===== src/macsec_backend_regs.svh =====
/*
  Register offsets, field positions, reset values and fixed constants of the
  MACsec pipeline back half. Assumes byte addresses on an 8-bit register port.
*/
`ifndef MACSEC_BACKEND_REGS_SVH
`define MACSEC_BACKEND_REGS_SVH
// Register offsets
`define A_CTRL 8'h00
`define A_LAT_TGT 8'h04
`define A_MTU_GLB 8'h08
`define A_SKIP 8'h0C
`define A_LAST_LAT 8'h10
`define A_MTU_PRIO 8'h20
`define A_CC_RULE 8'h40
`define A_CLS_SEL 8'h80
`define A_STATS 8'hC0
// Field positions
`define CTRL_LAT_EN 0
`define CC_PRIO_LSB 16
`define CC_DROP_BIT 20
`define CC_EN_BIT 21
`define CLS_LABEL2 7
`define CLS_SECTAG 8
// Reset values
`define LAT_TGT_RST 16'h0020
`define MTU_RST 16'h05EE
// Frame geometry in bytes
`define HDR_LEN 12'h00C
`define SECTAG_LEN 12'h010
`define ICV_LEN 16'h0010
`define TPID_VLAN 16'h8100
// Debug codes written into the FCS field of failed frames
`define FCS_ICV_FAIL 32'h5EC0_0001
`define FCS_COMP_FAIL 32'h5EC0_0002
// Statistics counter indices
`define ST_PASS 0
`define ST_DROP 1
`define ST_ICV 2
`define ST_MTU 3
`define ST_CCDROP 4
`define ST_CCPASS 5
`endif


===== src/macsec_backend_pkg.sv =====
/*
  Types of the MACsec pipeline back half: stream beats, words, token, states.
  Assumes nothing beyond a SystemVerilog compiler.
*/
`default_nettype none
package macsec_backend_pkg;
  typedef enum logic [1:0] {
    SUITE_GCM_128 = 2'h0, SUITE_GCM_256 = 2'h1, SUITE_XPN_128 = 2'h2, SUITE_XPN_256 = 2'h3
  } suite_t;
  // Processing token from the classification stages, one per frame
  typedef struct packed {
    logic prot;
    logic conf;
    suite_t suite;
    logic [6:0] co;
    logic [1:0] vlan_byp;
    logic mpls;
    logic two_labels;
    logic cls_drop;
    logic [3:0] sa;
  } tok_t;
  typedef struct packed {
    logic [63:0] data;
    logic sop;
    logic eop;
    logic err;
    logic [3:0] nbytes;
  } beat_t;
  typedef struct packed {
    logic [127:0] data;
    logic sop;
    logic eop;
    logic err;
    logic [4:0] nbytes;
    logic [1:0] port;
    tok_t tok;
  } word_t;
  typedef enum logic [3:0] {
    OC_IDLE = 4'h1, OC_HI = 4'h2, OC_ICV_LO = 4'h4, OC_ICV_HI = 4'h8
  } oc_state_t;
endpackage
`default_nettype wire


===== src/macsec_backend.sv =====
/*
  Back half of a streaming MACsec pipeline: width converters, transform stage,
  consistency checker, post-processing, statistics and latency control.
  Assumes an external AES core supplies keystream and ICV aligned to each word,
  and that the ICV occupies a whole final 128-bit word on ingress.
*/
// What this block does
// - Measure first-word latency of every frame
// - Hold output until latency reaches target
// - Select GCM-AES-128 or GCM-AES-256 suite
// - Also support XPN suites, both key sizes
// - Edit, encrypt, authenticate, append or verify ICV
// - Confidentiality offset zero to 127 bytes
// - Bypassed VLAN tags left unencrypted, unauthenticated except in MPLS frames
// - MPLS link header left uncovered
// - Ingress frames checked against programmable rules
// - Highest priority matching rule wins
// - Egress build has no consistency checker
// - Compliance check failure drops frame
// - MTU check, global or per user priority
// - Merge all verdicts into one drop
// - Choose counters from crypto and checker results
// - Counter RMW yields to external reads
// - Selected counters can be suppressed
// - Convert 128-bit stream to 64-bit stream
// - Debug code in FCS of failed frames
// - Classification fields selectable per association
// - MPLS labels and SecTAG usable for classification
// - Rejection by abort on last word
// - Convert 64-bit input to 128-bit with port
`timescale 1ns/10ps
`default_nettype none
`include "macsec_backend_regs.svh"
module macsec_backend #(
  parameter bit INGRESS = 1'b1,
  parameter int CC_RULES = 16
) (
  input wire logic clk,
  input wire logic nrst,
  input wire logic ce,
  input wire logic [7:0] addr,
  input wire logic [31:0] wdata,
  input wire logic wr,
  input wire logic rd,
  output logic [31:0] rdata,
  input wire logic in_valid,
  input wire macsec_backend_pkg::beat_t in_beat,
  input wire macsec_backend_pkg::tok_t in_tok,
  input wire logic [1:0] in_port,
  output logic in_ready,
  input wire logic [127:0] ks_data,
  input wire logic [127:0] icv_in,
  output macsec_backend_pkg::suite_t cipher_suite,
  output logic [8:0] cls_sel_out,
  output logic auth_valid,
  output logic [127:0] auth_data,
  output logic [15:0] auth_mask,
  output logic out_valid,
  output macsec_backend_pkg::beat_t out_beat,
  output logic [1:0] out_port,
  output logic out_abort,
  output logic [31:0] out_fcs_code
);
  import macsec_backend_pkg::*;

  // Byte lane mask: bit 15-i set when byte off+i lies in [lo,hi)
  function automatic logic [15:0] rng(input logic [11:0] off, input logic [11:0] lo,
                                      input logic [11:0] hi);
    logic [11:0] p;
    rng = 16'h0000;
    for (int i = 0; i < 16; i++) begin
      p = off + 12'(i);
      rng[15-i] = (p >= lo) && (p < hi);
    end
  endfunction

  function automatic beat_t mk_beat(input logic [63:0] d, input logic s, input logic e,
                                    input logic er, input logic [3:0] n);
    mk_beat = '{data: d, sop: s, eop: e, err: er, nbytes: n};
  endfunction

  logic lat_en_reg;
  logic [15:0] lat_tgt_reg, mtu_glb_reg, last_lat_reg, now_reg;
  logic [5:0] skip_reg, st_pend_reg;
  logic [15:0] mtu_prio_reg [0:7];
  logic [21:0] cc_rule_reg [0:CC_RULES-1];
  logic [8:0] cls_sel_reg [0:15];
  logic [31:0] st_ram [0:7];
  logic [15:0] ent_reg [0:3];
  logic [1:0] ent_wr_reg, ent_rd_reg;
  beat_t half_reg;
  logic half_v_reg, s1_v_reg, s2_v_reg;
  tok_t tok_hold_reg;
  word_t s1_reg, s2_reg;
  logic [11:0] off_reg;
  logic [15:0] len_reg;
  logic [127:0] s2_icv_reg, oc_buf_reg;
  logic fr_tag_reg, fr_icvbad_reg, fr_cc_hit_reg, fr_cc_drop_reg;
  logic [2:0] fr_pcp_reg;
  oc_state_t oc_state_reg;
  logic oc_fin_reg, oc_app_reg, oc_drop_reg, oc_err_reg;
  logic [31:0] oc_code_reg;
  logic [3:0] oc_hinb_reg;
  word_t w_in;
  logic acc, form, s2_take, s2_free, s1_adv, gate_ok, st_rd;
  logic [15:0] lat_now, lat_meas, cmask, amask, fin_len, mtu_sel;
  logic [11:0] cur_off, base, a_lo, a_hi, c_start;
  logic [127:0] xd, kmask;
  logic cc_hit, cc_drop, cc_better, mtu_bad, comp_fail, drop;
  logic [3:0] cc_prio;
  logic [5:0] st_new;
  logic [2:0] st_idx;

  // Register writes: configuration that steers the pipeline
  always_ff @(posedge clk or negedge nrst) begin
    if (!nrst) begin
      lat_en_reg <= 1'b0;
      lat_tgt_reg <= `LAT_TGT_RST;
      mtu_glb_reg <= `MTU_RST;
      skip_reg <= 6'h00;
      for (int i = 0; i < 8; i++) mtu_prio_reg[i] <= `MTU_RST;
      for (int i = 0; i < CC_RULES; i++) cc_rule_reg[i] <= 22'h000000;
      for (int i = 0; i < 16; i++) cls_sel_reg[i] <= 9'h000;
    end else if (ce && wr) begin
      if (addr == `A_CTRL) lat_en_reg <= wdata[`CTRL_LAT_EN];
      if (addr == `A_LAT_TGT) lat_tgt_reg <= wdata[15:0];
      if (addr == `A_MTU_GLB) mtu_glb_reg <= wdata[15:0];
      if (addr == `A_SKIP) skip_reg <= wdata[5:0];
      if (addr[7:5] == 3'h1 && addr[1:0] == 2'h0) mtu_prio_reg[addr[4:2]] <= wdata[15:0];
      if (addr[7:6] == 2'h1 && addr[1:0] == 2'h0 && 32'(addr[5:2]) < CC_RULES)
        cc_rule_reg[addr[5:2]] <= wdata[21:0];
      if (addr[7:6] == 2'h2 && addr[1:0] == 2'h0) cls_sel_reg[addr[5:2]] <= wdata[8:0];
    end
  end

  // Register reads, data one cycle after the strobe; unmapped reads zero
  always_ff @(posedge clk or negedge nrst) begin
    if (!nrst) begin
      rdata <= 32'h0000_0000;
    end else if (ce) begin
      rdata <= 32'h0000_0000;
      if (rd) begin
        if (addr == `A_CTRL) rdata <= {31'h0, lat_en_reg};
        if (addr == `A_LAT_TGT) rdata <= {16'h0000, lat_tgt_reg};
        if (addr == `A_MTU_GLB) rdata <= {16'h0000, mtu_glb_reg};
        if (addr == `A_SKIP) rdata <= {26'h0, skip_reg};
        if (addr == `A_LAST_LAT) rdata <= {16'h0000, last_lat_reg};
        if (addr[7:5] == 3'h1 && addr[1:0] == 2'h0) rdata <= {16'h0000, mtu_prio_reg[addr[4:2]]};
        if (addr[7:6] == 2'h1 && addr[1:0] == 2'h0 && 32'(addr[5:2]) < CC_RULES)
          rdata <= {10'h000, cc_rule_reg[addr[5:2]]};
        if (addr[7:6] == 2'h2 && addr[1:0] == 2'h0) rdata <= {23'h0, cls_sel_reg[addr[5:2]]};
        if (addr[7:5] == 3'h6 && addr[1:0] == 2'h0) rdata <= st_ram[addr[4:2]];
      end
    end
  end

  // Handshake and stall terms
  always_comb begin
    lat_now = now_reg - ent_reg[ent_rd_reg];
    lat_meas = lat_now + 16'h0001; // Latency a take at this edge records
    gate_ok = !s2_reg.sop || !lat_en_reg || (lat_meas >= lat_tgt_reg);
    s2_take = (oc_state_reg == OC_IDLE) && s2_v_reg && gate_ok &&
              !(s2_reg.eop && st_pend_reg != 6'h00);
    s2_free = !s2_v_reg || s2_take;
    s1_adv = s1_v_reg && s2_free;
    acc = in_valid && in_ready;
    form = acc && (half_v_reg || in_beat.eop);
  end

  // Input width converter: pairs 64-bit beats into one 128-bit word
  always_comb begin
    w_in.data = half_v_reg ? {half_reg.data, in_beat.data} : {in_beat.data, 64'h0};
    w_in.sop = half_v_reg ? half_reg.sop : in_beat.sop;
    w_in.eop = in_beat.eop;
    w_in.err = in_beat.err || (half_v_reg && half_reg.err);
    w_in.nbytes = half_v_reg ? 5'(in_beat.nbytes) + 5'h08 : 5'(in_beat.nbytes);
    w_in.port = in_port;
    w_in.tok = w_in.sop && !half_v_reg ? in_tok : tok_hold_reg;
  end

  always_ff @(posedge clk or negedge nrst) begin
    if (!nrst) begin
      half_v_reg <= 1'b0;
      half_reg <= '0;
      tok_hold_reg <= '0;
      s1_v_reg <= 1'b0;
      s1_reg <= '0;
      in_ready <= 1'b0;
    end else if (ce) begin
      if (acc && in_beat.sop) tok_hold_reg <= in_tok;
      if (acc && !form) half_reg <= in_beat;
      if (acc) half_v_reg <= !form;
      if (form) s1_reg <= w_in;
      s1_v_reg <= form || (s1_v_reg && !s1_adv);
      in_ready <= !(form || (s1_v_reg && !s1_adv));
    end
  end

  // Entry timestamps of first words and free-running cycle count
  always_ff @(posedge clk or negedge nrst) begin
    if (!nrst) begin
      now_reg <= 16'h0000;
      ent_wr_reg <= 2'h0;
      ent_rd_reg <= 2'h0;
      last_lat_reg <= 16'h0000;
      for (int i = 0; i < 4; i++) ent_reg[i] <= 16'h0000;
    end else if (ce) begin
      now_reg <= now_reg + 16'h0001;
      if (form && w_in.sop) begin
        ent_reg[ent_wr_reg] <= now_reg;
        ent_wr_reg <= ent_wr_reg + 2'h1;
      end
      if (s2_take && s2_reg.sop) begin
        last_lat_reg <= lat_meas;
        ent_rd_reg <= ent_rd_reg + 2'h1;
      end
    end
  end

  // Transform stage byte windows
  always_comb begin
    cur_off = s1_reg.sop ? 12'h000 : off_reg;
    base = s1_reg.tok.mpls ? (s1_reg.tok.two_labels ? 12'h016 : 12'h012) : 12'h000;
    a_lo = s1_reg.tok.mpls ? 12'h000 : `HDR_LEN;
    a_hi = s1_reg.tok.mpls ? base : `HDR_LEN + {8'h00, s1_reg.tok.vlan_byp, 2'b00};
    c_start = base + `HDR_LEN + {8'h00, s1_reg.tok.vlan_byp, 2'b00} + `SECTAG_LEN +
              {5'h00, s1_reg.tok.co};
    cmask = (s1_reg.tok.prot && s1_reg.tok.conf && !(INGRESS && s1_reg.eop)) ?
            rng(cur_off, c_start, 12'hFFF) : 16'h0000;
    amask = s1_reg.tok.prot ? ~rng(cur_off, a_lo, a_hi) : 16'h0000;
    for (int i = 0; i < 16; i++) kmask[8*i +: 8] = {8{cmask[i]}};
    xd = s1_reg.data ^ (ks_data & kmask);
  end

  // Consistency checker over the word leaving the transform
  always_comb begin
    cc_hit = 1'b0;
    cc_drop = 1'b0;
    cc_prio = 4'h0;
    cc_better = 1'b0;
    for (int i = 0; i < CC_RULES; i++) begin
      if (INGRESS && cc_rule_reg[i][`CC_EN_BIT] && cc_rule_reg[i][15:0] == xd[31:16] &&
          (!cc_hit || cc_rule_reg[i][`CC_PRIO_LSB +: 4] > cc_prio)) begin
        cc_hit = 1'b1;
        cc_prio = cc_rule_reg[i][`CC_PRIO_LSB +: 4];
        cc_drop = cc_rule_reg[i][`CC_DROP_BIT];
      end
    end
    for (int i = 0; i < CC_RULES; i++)
      if (cc_hit && cc_rule_reg[i][`CC_EN_BIT] && cc_rule_reg[i][15:0] == xd[31:16] &&
          cc_rule_reg[i][`CC_PRIO_LSB +: 4] > cc_prio) cc_better = 1'b1;
  end

  // Transform stage and per-frame results
  always_ff @(posedge clk or negedge nrst) begin
    if (!nrst) begin
      s2_v_reg <= 1'b0;
      s2_reg <= '0;
      s2_icv_reg <= '0;
      off_reg <= 12'h000;
      len_reg <= 16'h0000;
      {fr_tag_reg, fr_icvbad_reg, fr_cc_hit_reg, fr_cc_drop_reg} <= 4'h0;
      fr_pcp_reg <= 3'h0;
      {auth_valid, auth_data, auth_mask} <= '0;
      cipher_suite <= SUITE_GCM_128;
      cls_sel_out <= 9'h000;
    end else if (ce) begin
      auth_valid <= s1_adv && s1_reg.tok.prot;
      if (form && w_in.sop) begin
        cipher_suite <= w_in.tok.suite;
        cls_sel_out <= cls_sel_reg[w_in.tok.sa] |
                       (INGRESS ? 9'h100 : 9'h000);
      end
      if (s1_adv) begin
        s2_reg <= s1_reg;
        s2_reg.data <= xd;
        auth_data <= xd;
        auth_mask <= amask;
        off_reg <= (cur_off > 12'hF00) ? cur_off : cur_off + 12'h010;
        len_reg <= (s1_reg.sop ? 16'h0000 : len_reg) + 16'(s1_reg.nbytes);
        if (s1_reg.eop) s2_icv_reg <= icv_in;
        if (s1_reg.sop) begin
          fr_tag_reg <= xd[31:16] == `TPID_VLAN;
          fr_pcp_reg <= xd[15:13];
          fr_cc_hit_reg <= cc_hit;
          fr_cc_drop_reg <= cc_drop;
        end
        fr_icvbad_reg <= (s1_reg.sop ? 1'b0 : fr_icvbad_reg) ||
                         (INGRESS && s1_reg.eop && s1_reg.tok.prot && s1_reg.data != icv_in);
      end
      s2_v_reg <= s1_adv || (s2_v_reg && !s2_take);
    end
  end

  // Post-processing verdicts at the end of each frame
  always_comb begin
    fin_len = len_reg + ((!INGRESS && s2_reg.tok.prot) ? `ICV_LEN : 16'h0000);
    mtu_sel = fr_tag_reg ? mtu_prio_reg[fr_pcp_reg] : mtu_glb_reg;
    mtu_bad = fin_len > mtu_sel;
    comp_fail = fr_icvbad_reg || (s2_reg.tok.prot && !s2_reg.tok.conf && s2_reg.tok.co != 7'h00);
    drop = s2_reg.tok.cls_drop || comp_fail || mtu_bad || fr_cc_drop_reg;
    st_new = 6'h00;
    st_new[drop ? `ST_DROP : `ST_PASS] = 1'b1;
    st_new[`ST_ICV] = fr_icvbad_reg;
    st_new[`ST_MTU] = mtu_bad;
    st_new[`ST_CCDROP] = fr_cc_drop_reg;
    st_new[`ST_CCPASS] = fr_cc_hit_reg && !fr_cc_drop_reg;
    st_rd = rd && addr[7:5] == 3'h6;
    st_idx = 3'h0;
    for (int i = 5; i >= 0; i--) if (st_pend_reg[i]) st_idx = 3'(i);
  end

  // Statistics updater: external reads take the RAM first
  always_ff @(posedge clk or negedge nrst) begin
    if (!nrst) begin
      st_pend_reg <= 6'h00;
      for (int i = 0; i < 8; i++) st_ram[i] <= 32'h0000_0000;
    end else if (ce) begin
      if (st_pend_reg != 6'h00 && !st_rd) begin
        st_ram[st_idx] <= st_ram[st_idx] + 32'h0000_0001;
        st_pend_reg <= (st_pend_reg & ~(6'h01 << st_idx)) |
                       ((s2_take && s2_reg.eop && !s2_reg.err) ? st_new & ~skip_reg : 6'h00);
      end else if (s2_take && s2_reg.eop && !s2_reg.err) begin
        st_pend_reg <= st_pend_reg | (st_new & ~skip_reg);
      end
    end
  end

  // Output width converter: two 64-bit beats per word, one for a final word of 8 bytes or fewer, ICV word appended on egress protected frames
  always_ff @(posedge clk or negedge nrst) begin
    if (!nrst) begin
      oc_state_reg <= OC_IDLE;
      {oc_buf_reg, oc_fin_reg, oc_app_reg, oc_drop_reg, oc_err_reg} <= '0;
      oc_code_reg <= 32'h0000_0000;
      oc_hinb_reg <= 4'h0;
      {out_valid, out_beat, out_abort, out_fcs_code} <= '0;
      out_port <= 2'h0;
    end else if (ce) begin
      {out_valid, out_abort} <= 2'b00;
      out_fcs_code <= 32'h0000_0000;
      unique case (oc_state_reg)
        OC_IDLE: begin
          if (s2_take) begin
            oc_buf_reg <= s2_reg.data;
            oc_err_reg <= s2_reg.err;
            oc_app_reg <= s2_reg.eop && !INGRESS && s2_reg.tok.prot;
            oc_fin_reg <= s2_reg.eop && !(!INGRESS && s2_reg.tok.prot);
            oc_drop_reg <= s2_reg.eop && drop;
            oc_code_reg <= comp_fail ? (fr_icvbad_reg ? `FCS_ICV_FAIL : `FCS_COMP_FAIL)
                           : 32'h0000_0000;
            oc_hinb_reg <= s2_reg.eop ? 4'(s2_reg.nbytes - 5'h08) : 4'h8;
            out_valid <= 1'b1;
            out_port <= s2_reg.port;
            if (s2_reg.eop && s2_reg.nbytes <= 5'h08 && !(!INGRESS && s2_reg.tok.prot)) begin
              out_beat <= mk_beat(s2_reg.data[127:64], s2_reg.sop, 1'b1, s2_reg.err,
                                  4'(s2_reg.nbytes));
              out_abort <= drop;
              out_fcs_code <= drop && comp_fail ?
                              (fr_icvbad_reg ? `FCS_ICV_FAIL : `FCS_COMP_FAIL) : 32'h0000_0000;
            end else begin
              out_beat <= mk_beat(s2_reg.data[127:64], s2_reg.sop, 1'b0, s2_reg.err,
                                  s2_reg.eop && s2_reg.nbytes < 5'h08 ? 4'(s2_reg.nbytes) : 4'h8);
              if (s2_reg.eop && s2_reg.nbytes <= 5'h08) begin
                oc_buf_reg <= s2_icv_reg;
                oc_state_reg <= OC_ICV_LO;
              end else begin
                oc_state_reg <= OC_HI;
              end
            end
          end
        end
        OC_HI: begin
          out_valid <= 1'b1;
          out_beat <= mk_beat(oc_buf_reg[63:0], 1'b0, oc_fin_reg, oc_err_reg, oc_hinb_reg);
          out_abort <= oc_fin_reg && oc_drop_reg;
          out_fcs_code <= oc_fin_reg && oc_drop_reg ? oc_code_reg : 32'h0000_0000;
          oc_buf_reg <= s2_icv_reg;
          oc_state_reg <= oc_app_reg ? OC_ICV_LO : OC_IDLE;
        end
        OC_ICV_LO: begin
          out_valid <= 1'b1;
          out_beat <= mk_beat(oc_buf_reg[127:64], 1'b0, 1'b0, oc_err_reg, 4'h8);
          oc_state_reg <= OC_ICV_HI;
        end
        OC_ICV_HI: begin
          out_valid <= 1'b1;
          out_beat <= mk_beat(oc_buf_reg[63:0], 1'b0, 1'b1, oc_err_reg, 4'h8);
          out_abort <= oc_drop_reg;
          out_fcs_code <= oc_drop_reg ? oc_code_reg : 32'h0000_0000;
          oc_state_reg <= OC_IDLE;
        end
      endcase
    end
  end
endmodule
`default_nettype wire


===== config.mk =====
export PLATFORM = sky130hd
export DESIGN_NAME = macsec_backend
export DESIGN_NICKNAME = d
export VERILOG_FILES = /design/src/macsec_backend_pkg.sv /design/src/macsec_backend.sv
export VERILOG_INCLUDE_DIRS = /design/src
export SDC_FILE = /design/constraint.sdc
export NUM_CORES = 2
export LEC_CHECK = 0
export BUFFER_PORTS_ARGS = -buffer_cell sky130_fd_sc_hd__buf_4
export CORE_MARGIN = 4
export CORE_UTILIZATION = 36
export CTS_CLUSTER_SIZE = 12
export DETAILED_ROUTE_END_ITERATION = 10
export SYNTH_ARGS = -nofsm -noshare
export SYNTH_HDL_FRONTEND = slang
export SYNTH_SLANG_ARGS = --single-unit

===== constraint.sdc =====
create_clock -name clk -period 32 [get_ports clk]
set_clock_uncertainty 0.2 [all_clocks]
set_input_delay 4.8 -clock clk [delete_from_list [all_inputs] [get_ports clk]]
set_output_delay 4.8 -clock clk [all_outputs]
set_load 0.05 [all_outputs]

-- Word-level counts from Yosys, hierarchy flattened
Index checks and enable logic that the tools add are counted.
W data, S select, Z words.
- flip-flop bits (word level): 1916
- logic and storage cells: 642
- input bits: 395
- output and inout bits: 296
- multiplexer cells: 146
- $add $sub $neg: 30
- eq/ne operators: 32
- reduce and logical (&&, ||, !) cells: 191
- $lt $le $gt $ge: 97
- shifts and indexed selects: 1
- bitwise operators: 16
- operator list (kind ; count):
    $mux W32 ; 15
    $bwmux W352 ; 1
    $pmux W71 S4 ; 1
    $bwmux W256 ; 1
    $eq A16 B16 Y1 ; 16
    $mux W128 ; 2
    $pmux W128 S2 ; 1
    $mux W16 ; 14
    $bmux W32 S3 ; 2
    $ge A12 B4 Y1 ; 16
    $ge A12 B9 Y1 ; 16
    $lt A12 B12 Y1 const B ; 16
    $lt A12 B5 Y1 ; 16
    $bwmux W144 ; 1
    $and A128 B128 Y128 ; 1
    $bwmux W128 ; 1
    $ne A128 B128 Y1 ; 1
    $xor A128 B128 Y128 ; 1
    $logic_and A1 B1 Y1 ; 105
    $add A12 B4 Y12 const B ; 8
    $bmux W16 S3 ; 2
    $demux W32 S3 ; 1
    $pmux W32 S3 ; 1
    $mux W31 ; 3
    other kinds (86) ; 271

-- Depth between registers and ports, before layout
- depth in word-level cells: 74
- depth in mapped cells: 165
- depth with buffers taken out: 156

-- Worst setup path before layout
No wires, ideal clock.
- kind: in2reg
- from: in ks_data[25]
- to: reg fr_cc_drop_reg
- slack: 3.065 ns
- library setup time: 0.077 ns
- buffers on the path: 5
- data arrival time: 28.658 ns
- data required time: 31.723 ns
- stages on the path: 141
- cell sequence: clkbuf_1 -> nand3_1 -> o21ai_0 -> o2111a_1 -> nand4_1 -> or4_4 -> nor2_1 -> nand2_1 -> ha_1 -> nor2b_1 -> o21ai_0 -> nand2b_1 -> a21oi_1 -> a41oi_1 -> nor2b_1 -> a211oi_1 -> a22o_1 -> inv_1 -> [... 105 more ...] -> nor2b_1 -> o21ai_0 -> nand2b_1 -> a21oi_1 -> a41o_1 -> a21o_1 -> clkbuf_1 -> nand2_1 -> o22ai_1 -> ha_1 -> nor2b_1 -> o21ai_0 -> nand2b_1 -> a21oi_1 -> a41o_1 -> a21oi_1 -> a311o_1 -> a21oi_1
- word-level cells in the longest chain between the ends: 65
- elaborated cells between the ends (all ways): 140
- ends and longest elaborated chain (what ; line ; RTL):
    start, declared ; macsec_backend.sv:51 ; input wire logic [127:0] ks_data,
    $and A128 B128 Y128 (*) ; macsec_backend.sv:232 ; xd = s1_reg.data ^ (ks_data & kmask);
    $xor A128 B128 Y128 (*) ; macsec_backend.sv:232 ;
    $eq A16 B16 Y1 ; - ;
    $logic_and A1 B1 Y1 ; macsec_backend.sv:242 ; if (INGRESS && cc_rule_reg[i][`CC_EN_BIT] && cc_rule_reg[i][15:0] == xd[31:16] &&
    $mux W4 / $mux W1 (equally long branches) ; macsec_backend.sv:242 ;
    $gt A4 B4 Y1 / $logic_not A1 Y1 (equally long branches) ; macsec_backend.sv:243 ; (!cc_hit || cc_rule_reg[i][`CC_PRIO_LSB +: 4] > cc_prio)) begin
    $logic_or A1 B1 Y1 ; macsec_backend.sv:243 ;
    $logic_and A1 B1 Y1 ; macsec_backend.sv:242 ;
    [... 49 more ...] ; - ;
    $gt A4 B4 Y1 / $logic_not A1 Y1 (equally long branches) ; macsec_backend.sv:243 ;
    $logic_or A1 B1 Y1 ; macsec_backend.sv:243 ;
    $logic_and A1 B1 Y1 ; macsec_backend.sv:242 ;
    $mux W4 / $mux W1 (equally long branches) ; macsec_backend.sv:242 ;
    $gt A4 B4 Y1 / $logic_not A1 Y1 (equally long branches) ; macsec_backend.sv:243 ;
    $logic_or A1 B1 Y1 ; macsec_backend.sv:243 ;
    $logic_and A1 B1 Y1 ; macsec_backend.sv:242 ;
    $mux W1 (*) ; macsec_backend.sv:242 ;
    end signal, assigned ; macsec_backend.sv:286 ; fr_cc_drop_reg <= cc_drop;
    end, declared ; macsec_backend.sv:98 ; logic fr_tag_reg, fr_icvbad_reg, fr_cc_hit_reg, fr_cc_drop_reg;
Mark *: on every way between the ends. The rest lies on a longest branch, timed or not.
A chain may end at the register's enable or synchronous reset.

-- Final worst setup path
- from: in ks_data[18]
- to: reg fr_cc_drop_reg
The elaborated chain is that of the path after synthesis.

==> impl_metrics.env <==
export IMPL_end_kind="flip-flop"
export IMPL_yosysSeqAreaShare=0.439
export IMPL_dp_cells=12743
export IMPL_cp_data_required_time_ns=32.56
export IMPL_hpwl_um=299000
export IMPL_cts_hold_fix_buffers=0
export IMPL_cts_tree="done"
export IMPL_crit_slowest_cell="or4_4"
export IMPL_p_int_mw=5.74
export IMPL_p_seq_frac=0.303
export IMPL_totalNegativeSetupSlack_ns=0
export IMPL_finalHoldViolCount=0
export IMPL_fillers=25933
export IMPL_finalNonFillerCells=13114
export IMPL_path_buf_inv=11
export IMPL_overflow=0
export IMPL_clk_latency_ns=0.87
export IMPL_grt_antenna_before_repair=53
export IMPL_outcome="completed"
export IMPL_htreeDepth=4
export IMPL_grt_pass1_vias=75335
export IMPL_portBuffers=657
export IMPL_rsz0062_at_grt="false"
export IMPL_clockRootBuffer="clkbuf_16"
export IMPL_leakagePower_nw=50.6
export IMPL_slew_headroom=0.0969
export IMPL_ys_warnings_count=0
export IMPL_r2r_start="s1_reg[29]"
export IMPL_drc=0
export IMPL_synth_edff_count=0
export IMPL_core_area_mm2=0.273
export IMPL_p_per_area_mw_per_mm2=92.1
export IMPL_register_area_mm2=0.0433
export IMPL_r2r_setup_slack_ns=2.37
export IMPL_pwr_share_clk=0.219
export IMPL_place_congestion=0.982
export IMPL_peakVddDrop_mv=0.104
export IMPL_cts_buffer_depth=3
export IMPL_vias_per_cell=5.75
export IMPL_ff2ff_path_depth=148
export IMPL_multiInputGateArea_mm2=0.0515
export IMPL_ys_flop_type="dfrtp_1"
export IMPL_slew_violations=0
export IMPL_drtPass1Iterations=5
export IMPL_num_vias=75410
export IMPL_cts_clk_slew_worst_paths_ns=0.06
export IMPL_grt_total_usage=0.277
export IMPL_path_class="primary input to flip-flop"
export IMPL_synth_async_sr_flop_share=1.00
export IMPL_tightest_slew_ns=1.34
export IMPL_syn_area_per_cell_um2=10.9
export IMPL_path_depth=139
export IMPL_placed_cell_area_mm2=0.107
export IMPL_io_pins=691
export IMPL_grt_pass1_wl_um=573000
export IMPL_crit_reg2reg_capture="fr_cc_drop_reg"
export IMPL_start_util=0.361
export IMPL_drtIter0Drc=7122
export IMPL_crit_start="ks_data[18]"
export IMPL_period_share=0.932
export IMPL_drv_cap=0
export IMPL_numCtsBuffers=193
export IMPL_final_cell_mix="dfrtp_1 (1652), nand2_1 (1175), mux2_2 (922)"
export IMPL_start_kind="primary input"
export IMPL_hp_class="flip-flop to flip-flop"
export IMPL_fp_dieW_um=532
export IMPL_switchingPower_mw=4.69
export IMPL_area_delta_synth_final_pct=14.7
export IMPL_cp_common_cell="a21oi_1"
export IMPL_fin_nets=10040
export IMPL_max_freq_mhz=33.5
export IMPL_largest_register_ffs=352
export IMPL_critical_path_max_stage_delay_ns=0.48
export IMPL_rows=192
export IMPL_comb_power_share=0.477
export IMPL_drive_gt1_frac=0.277
export IMPL_drt_wirelength_per_cell_um=30.8
export IMPL_dieArea_mm2=0.283
export IMPL_ys_ff_latch=1728
export IMPL_layout_commonest_cell="dfrtp_1"
export IMPL_final_core_util=0.414
export IMPL_setup_viol=0
export IMPL_path_max_fanout=10
export IMPL_synth_cell_types=112
export IMPL_power_switching_share=0.449
export IMPL_die_height_um=532
export IMPL_wl_um=403000
export IMPL_detail_route_antenna_nets=0
export IMPL_grt_max_degree=166
export IMPL_arrival_ns=30.38
export IMPL_final_cell_area_mm2=0.113
export IMPL_syn_instance_count=9056
export IMPL_clock_sinks=1728
export IMPL_critPathCapture="fr_cc_drop_reg"
export IMPL_synthesis_area_mm2=0.0988
export IMPL_cp_top_family="compound AO/OA/AOI/OAI gates"
export IMPL_min_period_ns=29.82
power groups by stage:
stage	logic [mW]	registers [mW]	clock network [mW]
3_3_place_gp	4.86	3.16	0
2_1_floorplan	3.07	3.15	0
6_report	4.98	3.17	2.29
5_1_grt	5.33	3.21	2.42
4_1_cts	4.94	3.15	2.33
3_5_place_dp	4.92	3.19	0
per-stage QoR:
| stage | hold WS, ns | worst slack (ns) | power, mW |
|---|---|---|---|
| 5_1_grt | 0.179 | 0.0704 | 11.0 |
| 2_1_floorplan | 0.224 | 3.07 | 6.22 |
| 6_report | 0.172 | 2.18 | 10.4 |
| 3_5_place_dp | 0.162 | 1.13 | 8.11 |
| 4_1_cts | 0.175 | 1.82 | 10.4 |
| 3_3_place_gp | 0.160 | 1.02 | 8.02 |
worst min path at each step:
stage,startpoint,endpoint,cells past startpoint,slack [ns]
floorplan,st_ram[33],st_ram[33],1,0.22
global placement,st_ram[50],st_ram[50],0,0.16
detailed placement,st_ram[42],st_ram[42],0,0.16
CTS,st_ram[42],st_ram[42],0,0.18
global route,st_ram[35],st_ram[35],0,0.18
finish,st_ram[22],st_ram[22],0,0.17
synthesized netlist by cell type, types with 72 or more instances:
cell type  number  area share
buf_1          96      0.0036
buf_4         164       0.012
mux2_2        922        0.11
nand2_1      1181       0.045
mux4_2        333       0.076
nor3_1         76      0.0039
xnor2_1       350       0.031
xor2_1        266       0.024
nand4_1       102      0.0065
clkbuf_1      501       0.019
a21oi_1       187      0.0095
nor2_1        300       0.011
a22o_1         75      0.0067
nor4_1         72      0.0046
ha_1          290       0.037
a211oi_1       80      0.0061
mux2i_1       299       0.030
dfrtp_1      1654        0.42
nor2b_1       107      0.0068
o21ai_0       781       0.040
dfstp_2        74       0.020
inv_1         221      0.0084
nand3_1       137      0.0069
routing by layer:
metal	routed length, um	up-vias	GRT usage
li1	-	32827	-
met1	163000	38863	0.356
met2	186000	3002	0.441
met3	30500	678	0.0595
met4	23700	40	0.140
met5	282	-	0
what timing repair did:
action	in CTS	in global routing
setup buffers	0	2
endpoints found under the setup margin	0	1
gates resized for setup	0	12
endpoints found under the hold margin	0	0
cell families after synthesis:
| group | after synthesis | share of synthesized area |
|---|---|---|
| AOI/OAI and AO/OA | 1568 | 0.0979 |
| xor gates and xnor gates | 662 | 0.0652 |
| adders and majority gates | 310 | 0.0392 |
| buffers and inverters | 1020 | 0.0456 |
| DFF | 1728 | 0.439 |
| muxes | 1557 | 0.212 |
| other | 1 | 0.0000380 |
| and+or+nand+nor | 2210 | 0.102 |
area by class of cell:
type	instances	share of cell area
flip-flops and latches	1728	0.383
clock buffers	287	0.0499
clock inverters	60	0.00690
well taps	3589	0.0396
repair buffers	872	0.0589
multi-input cells	6330	0.454
diodes	22	0.000486
inverters	226	0.00749
No activity file was read; power rests on OpenSTA's default activity.
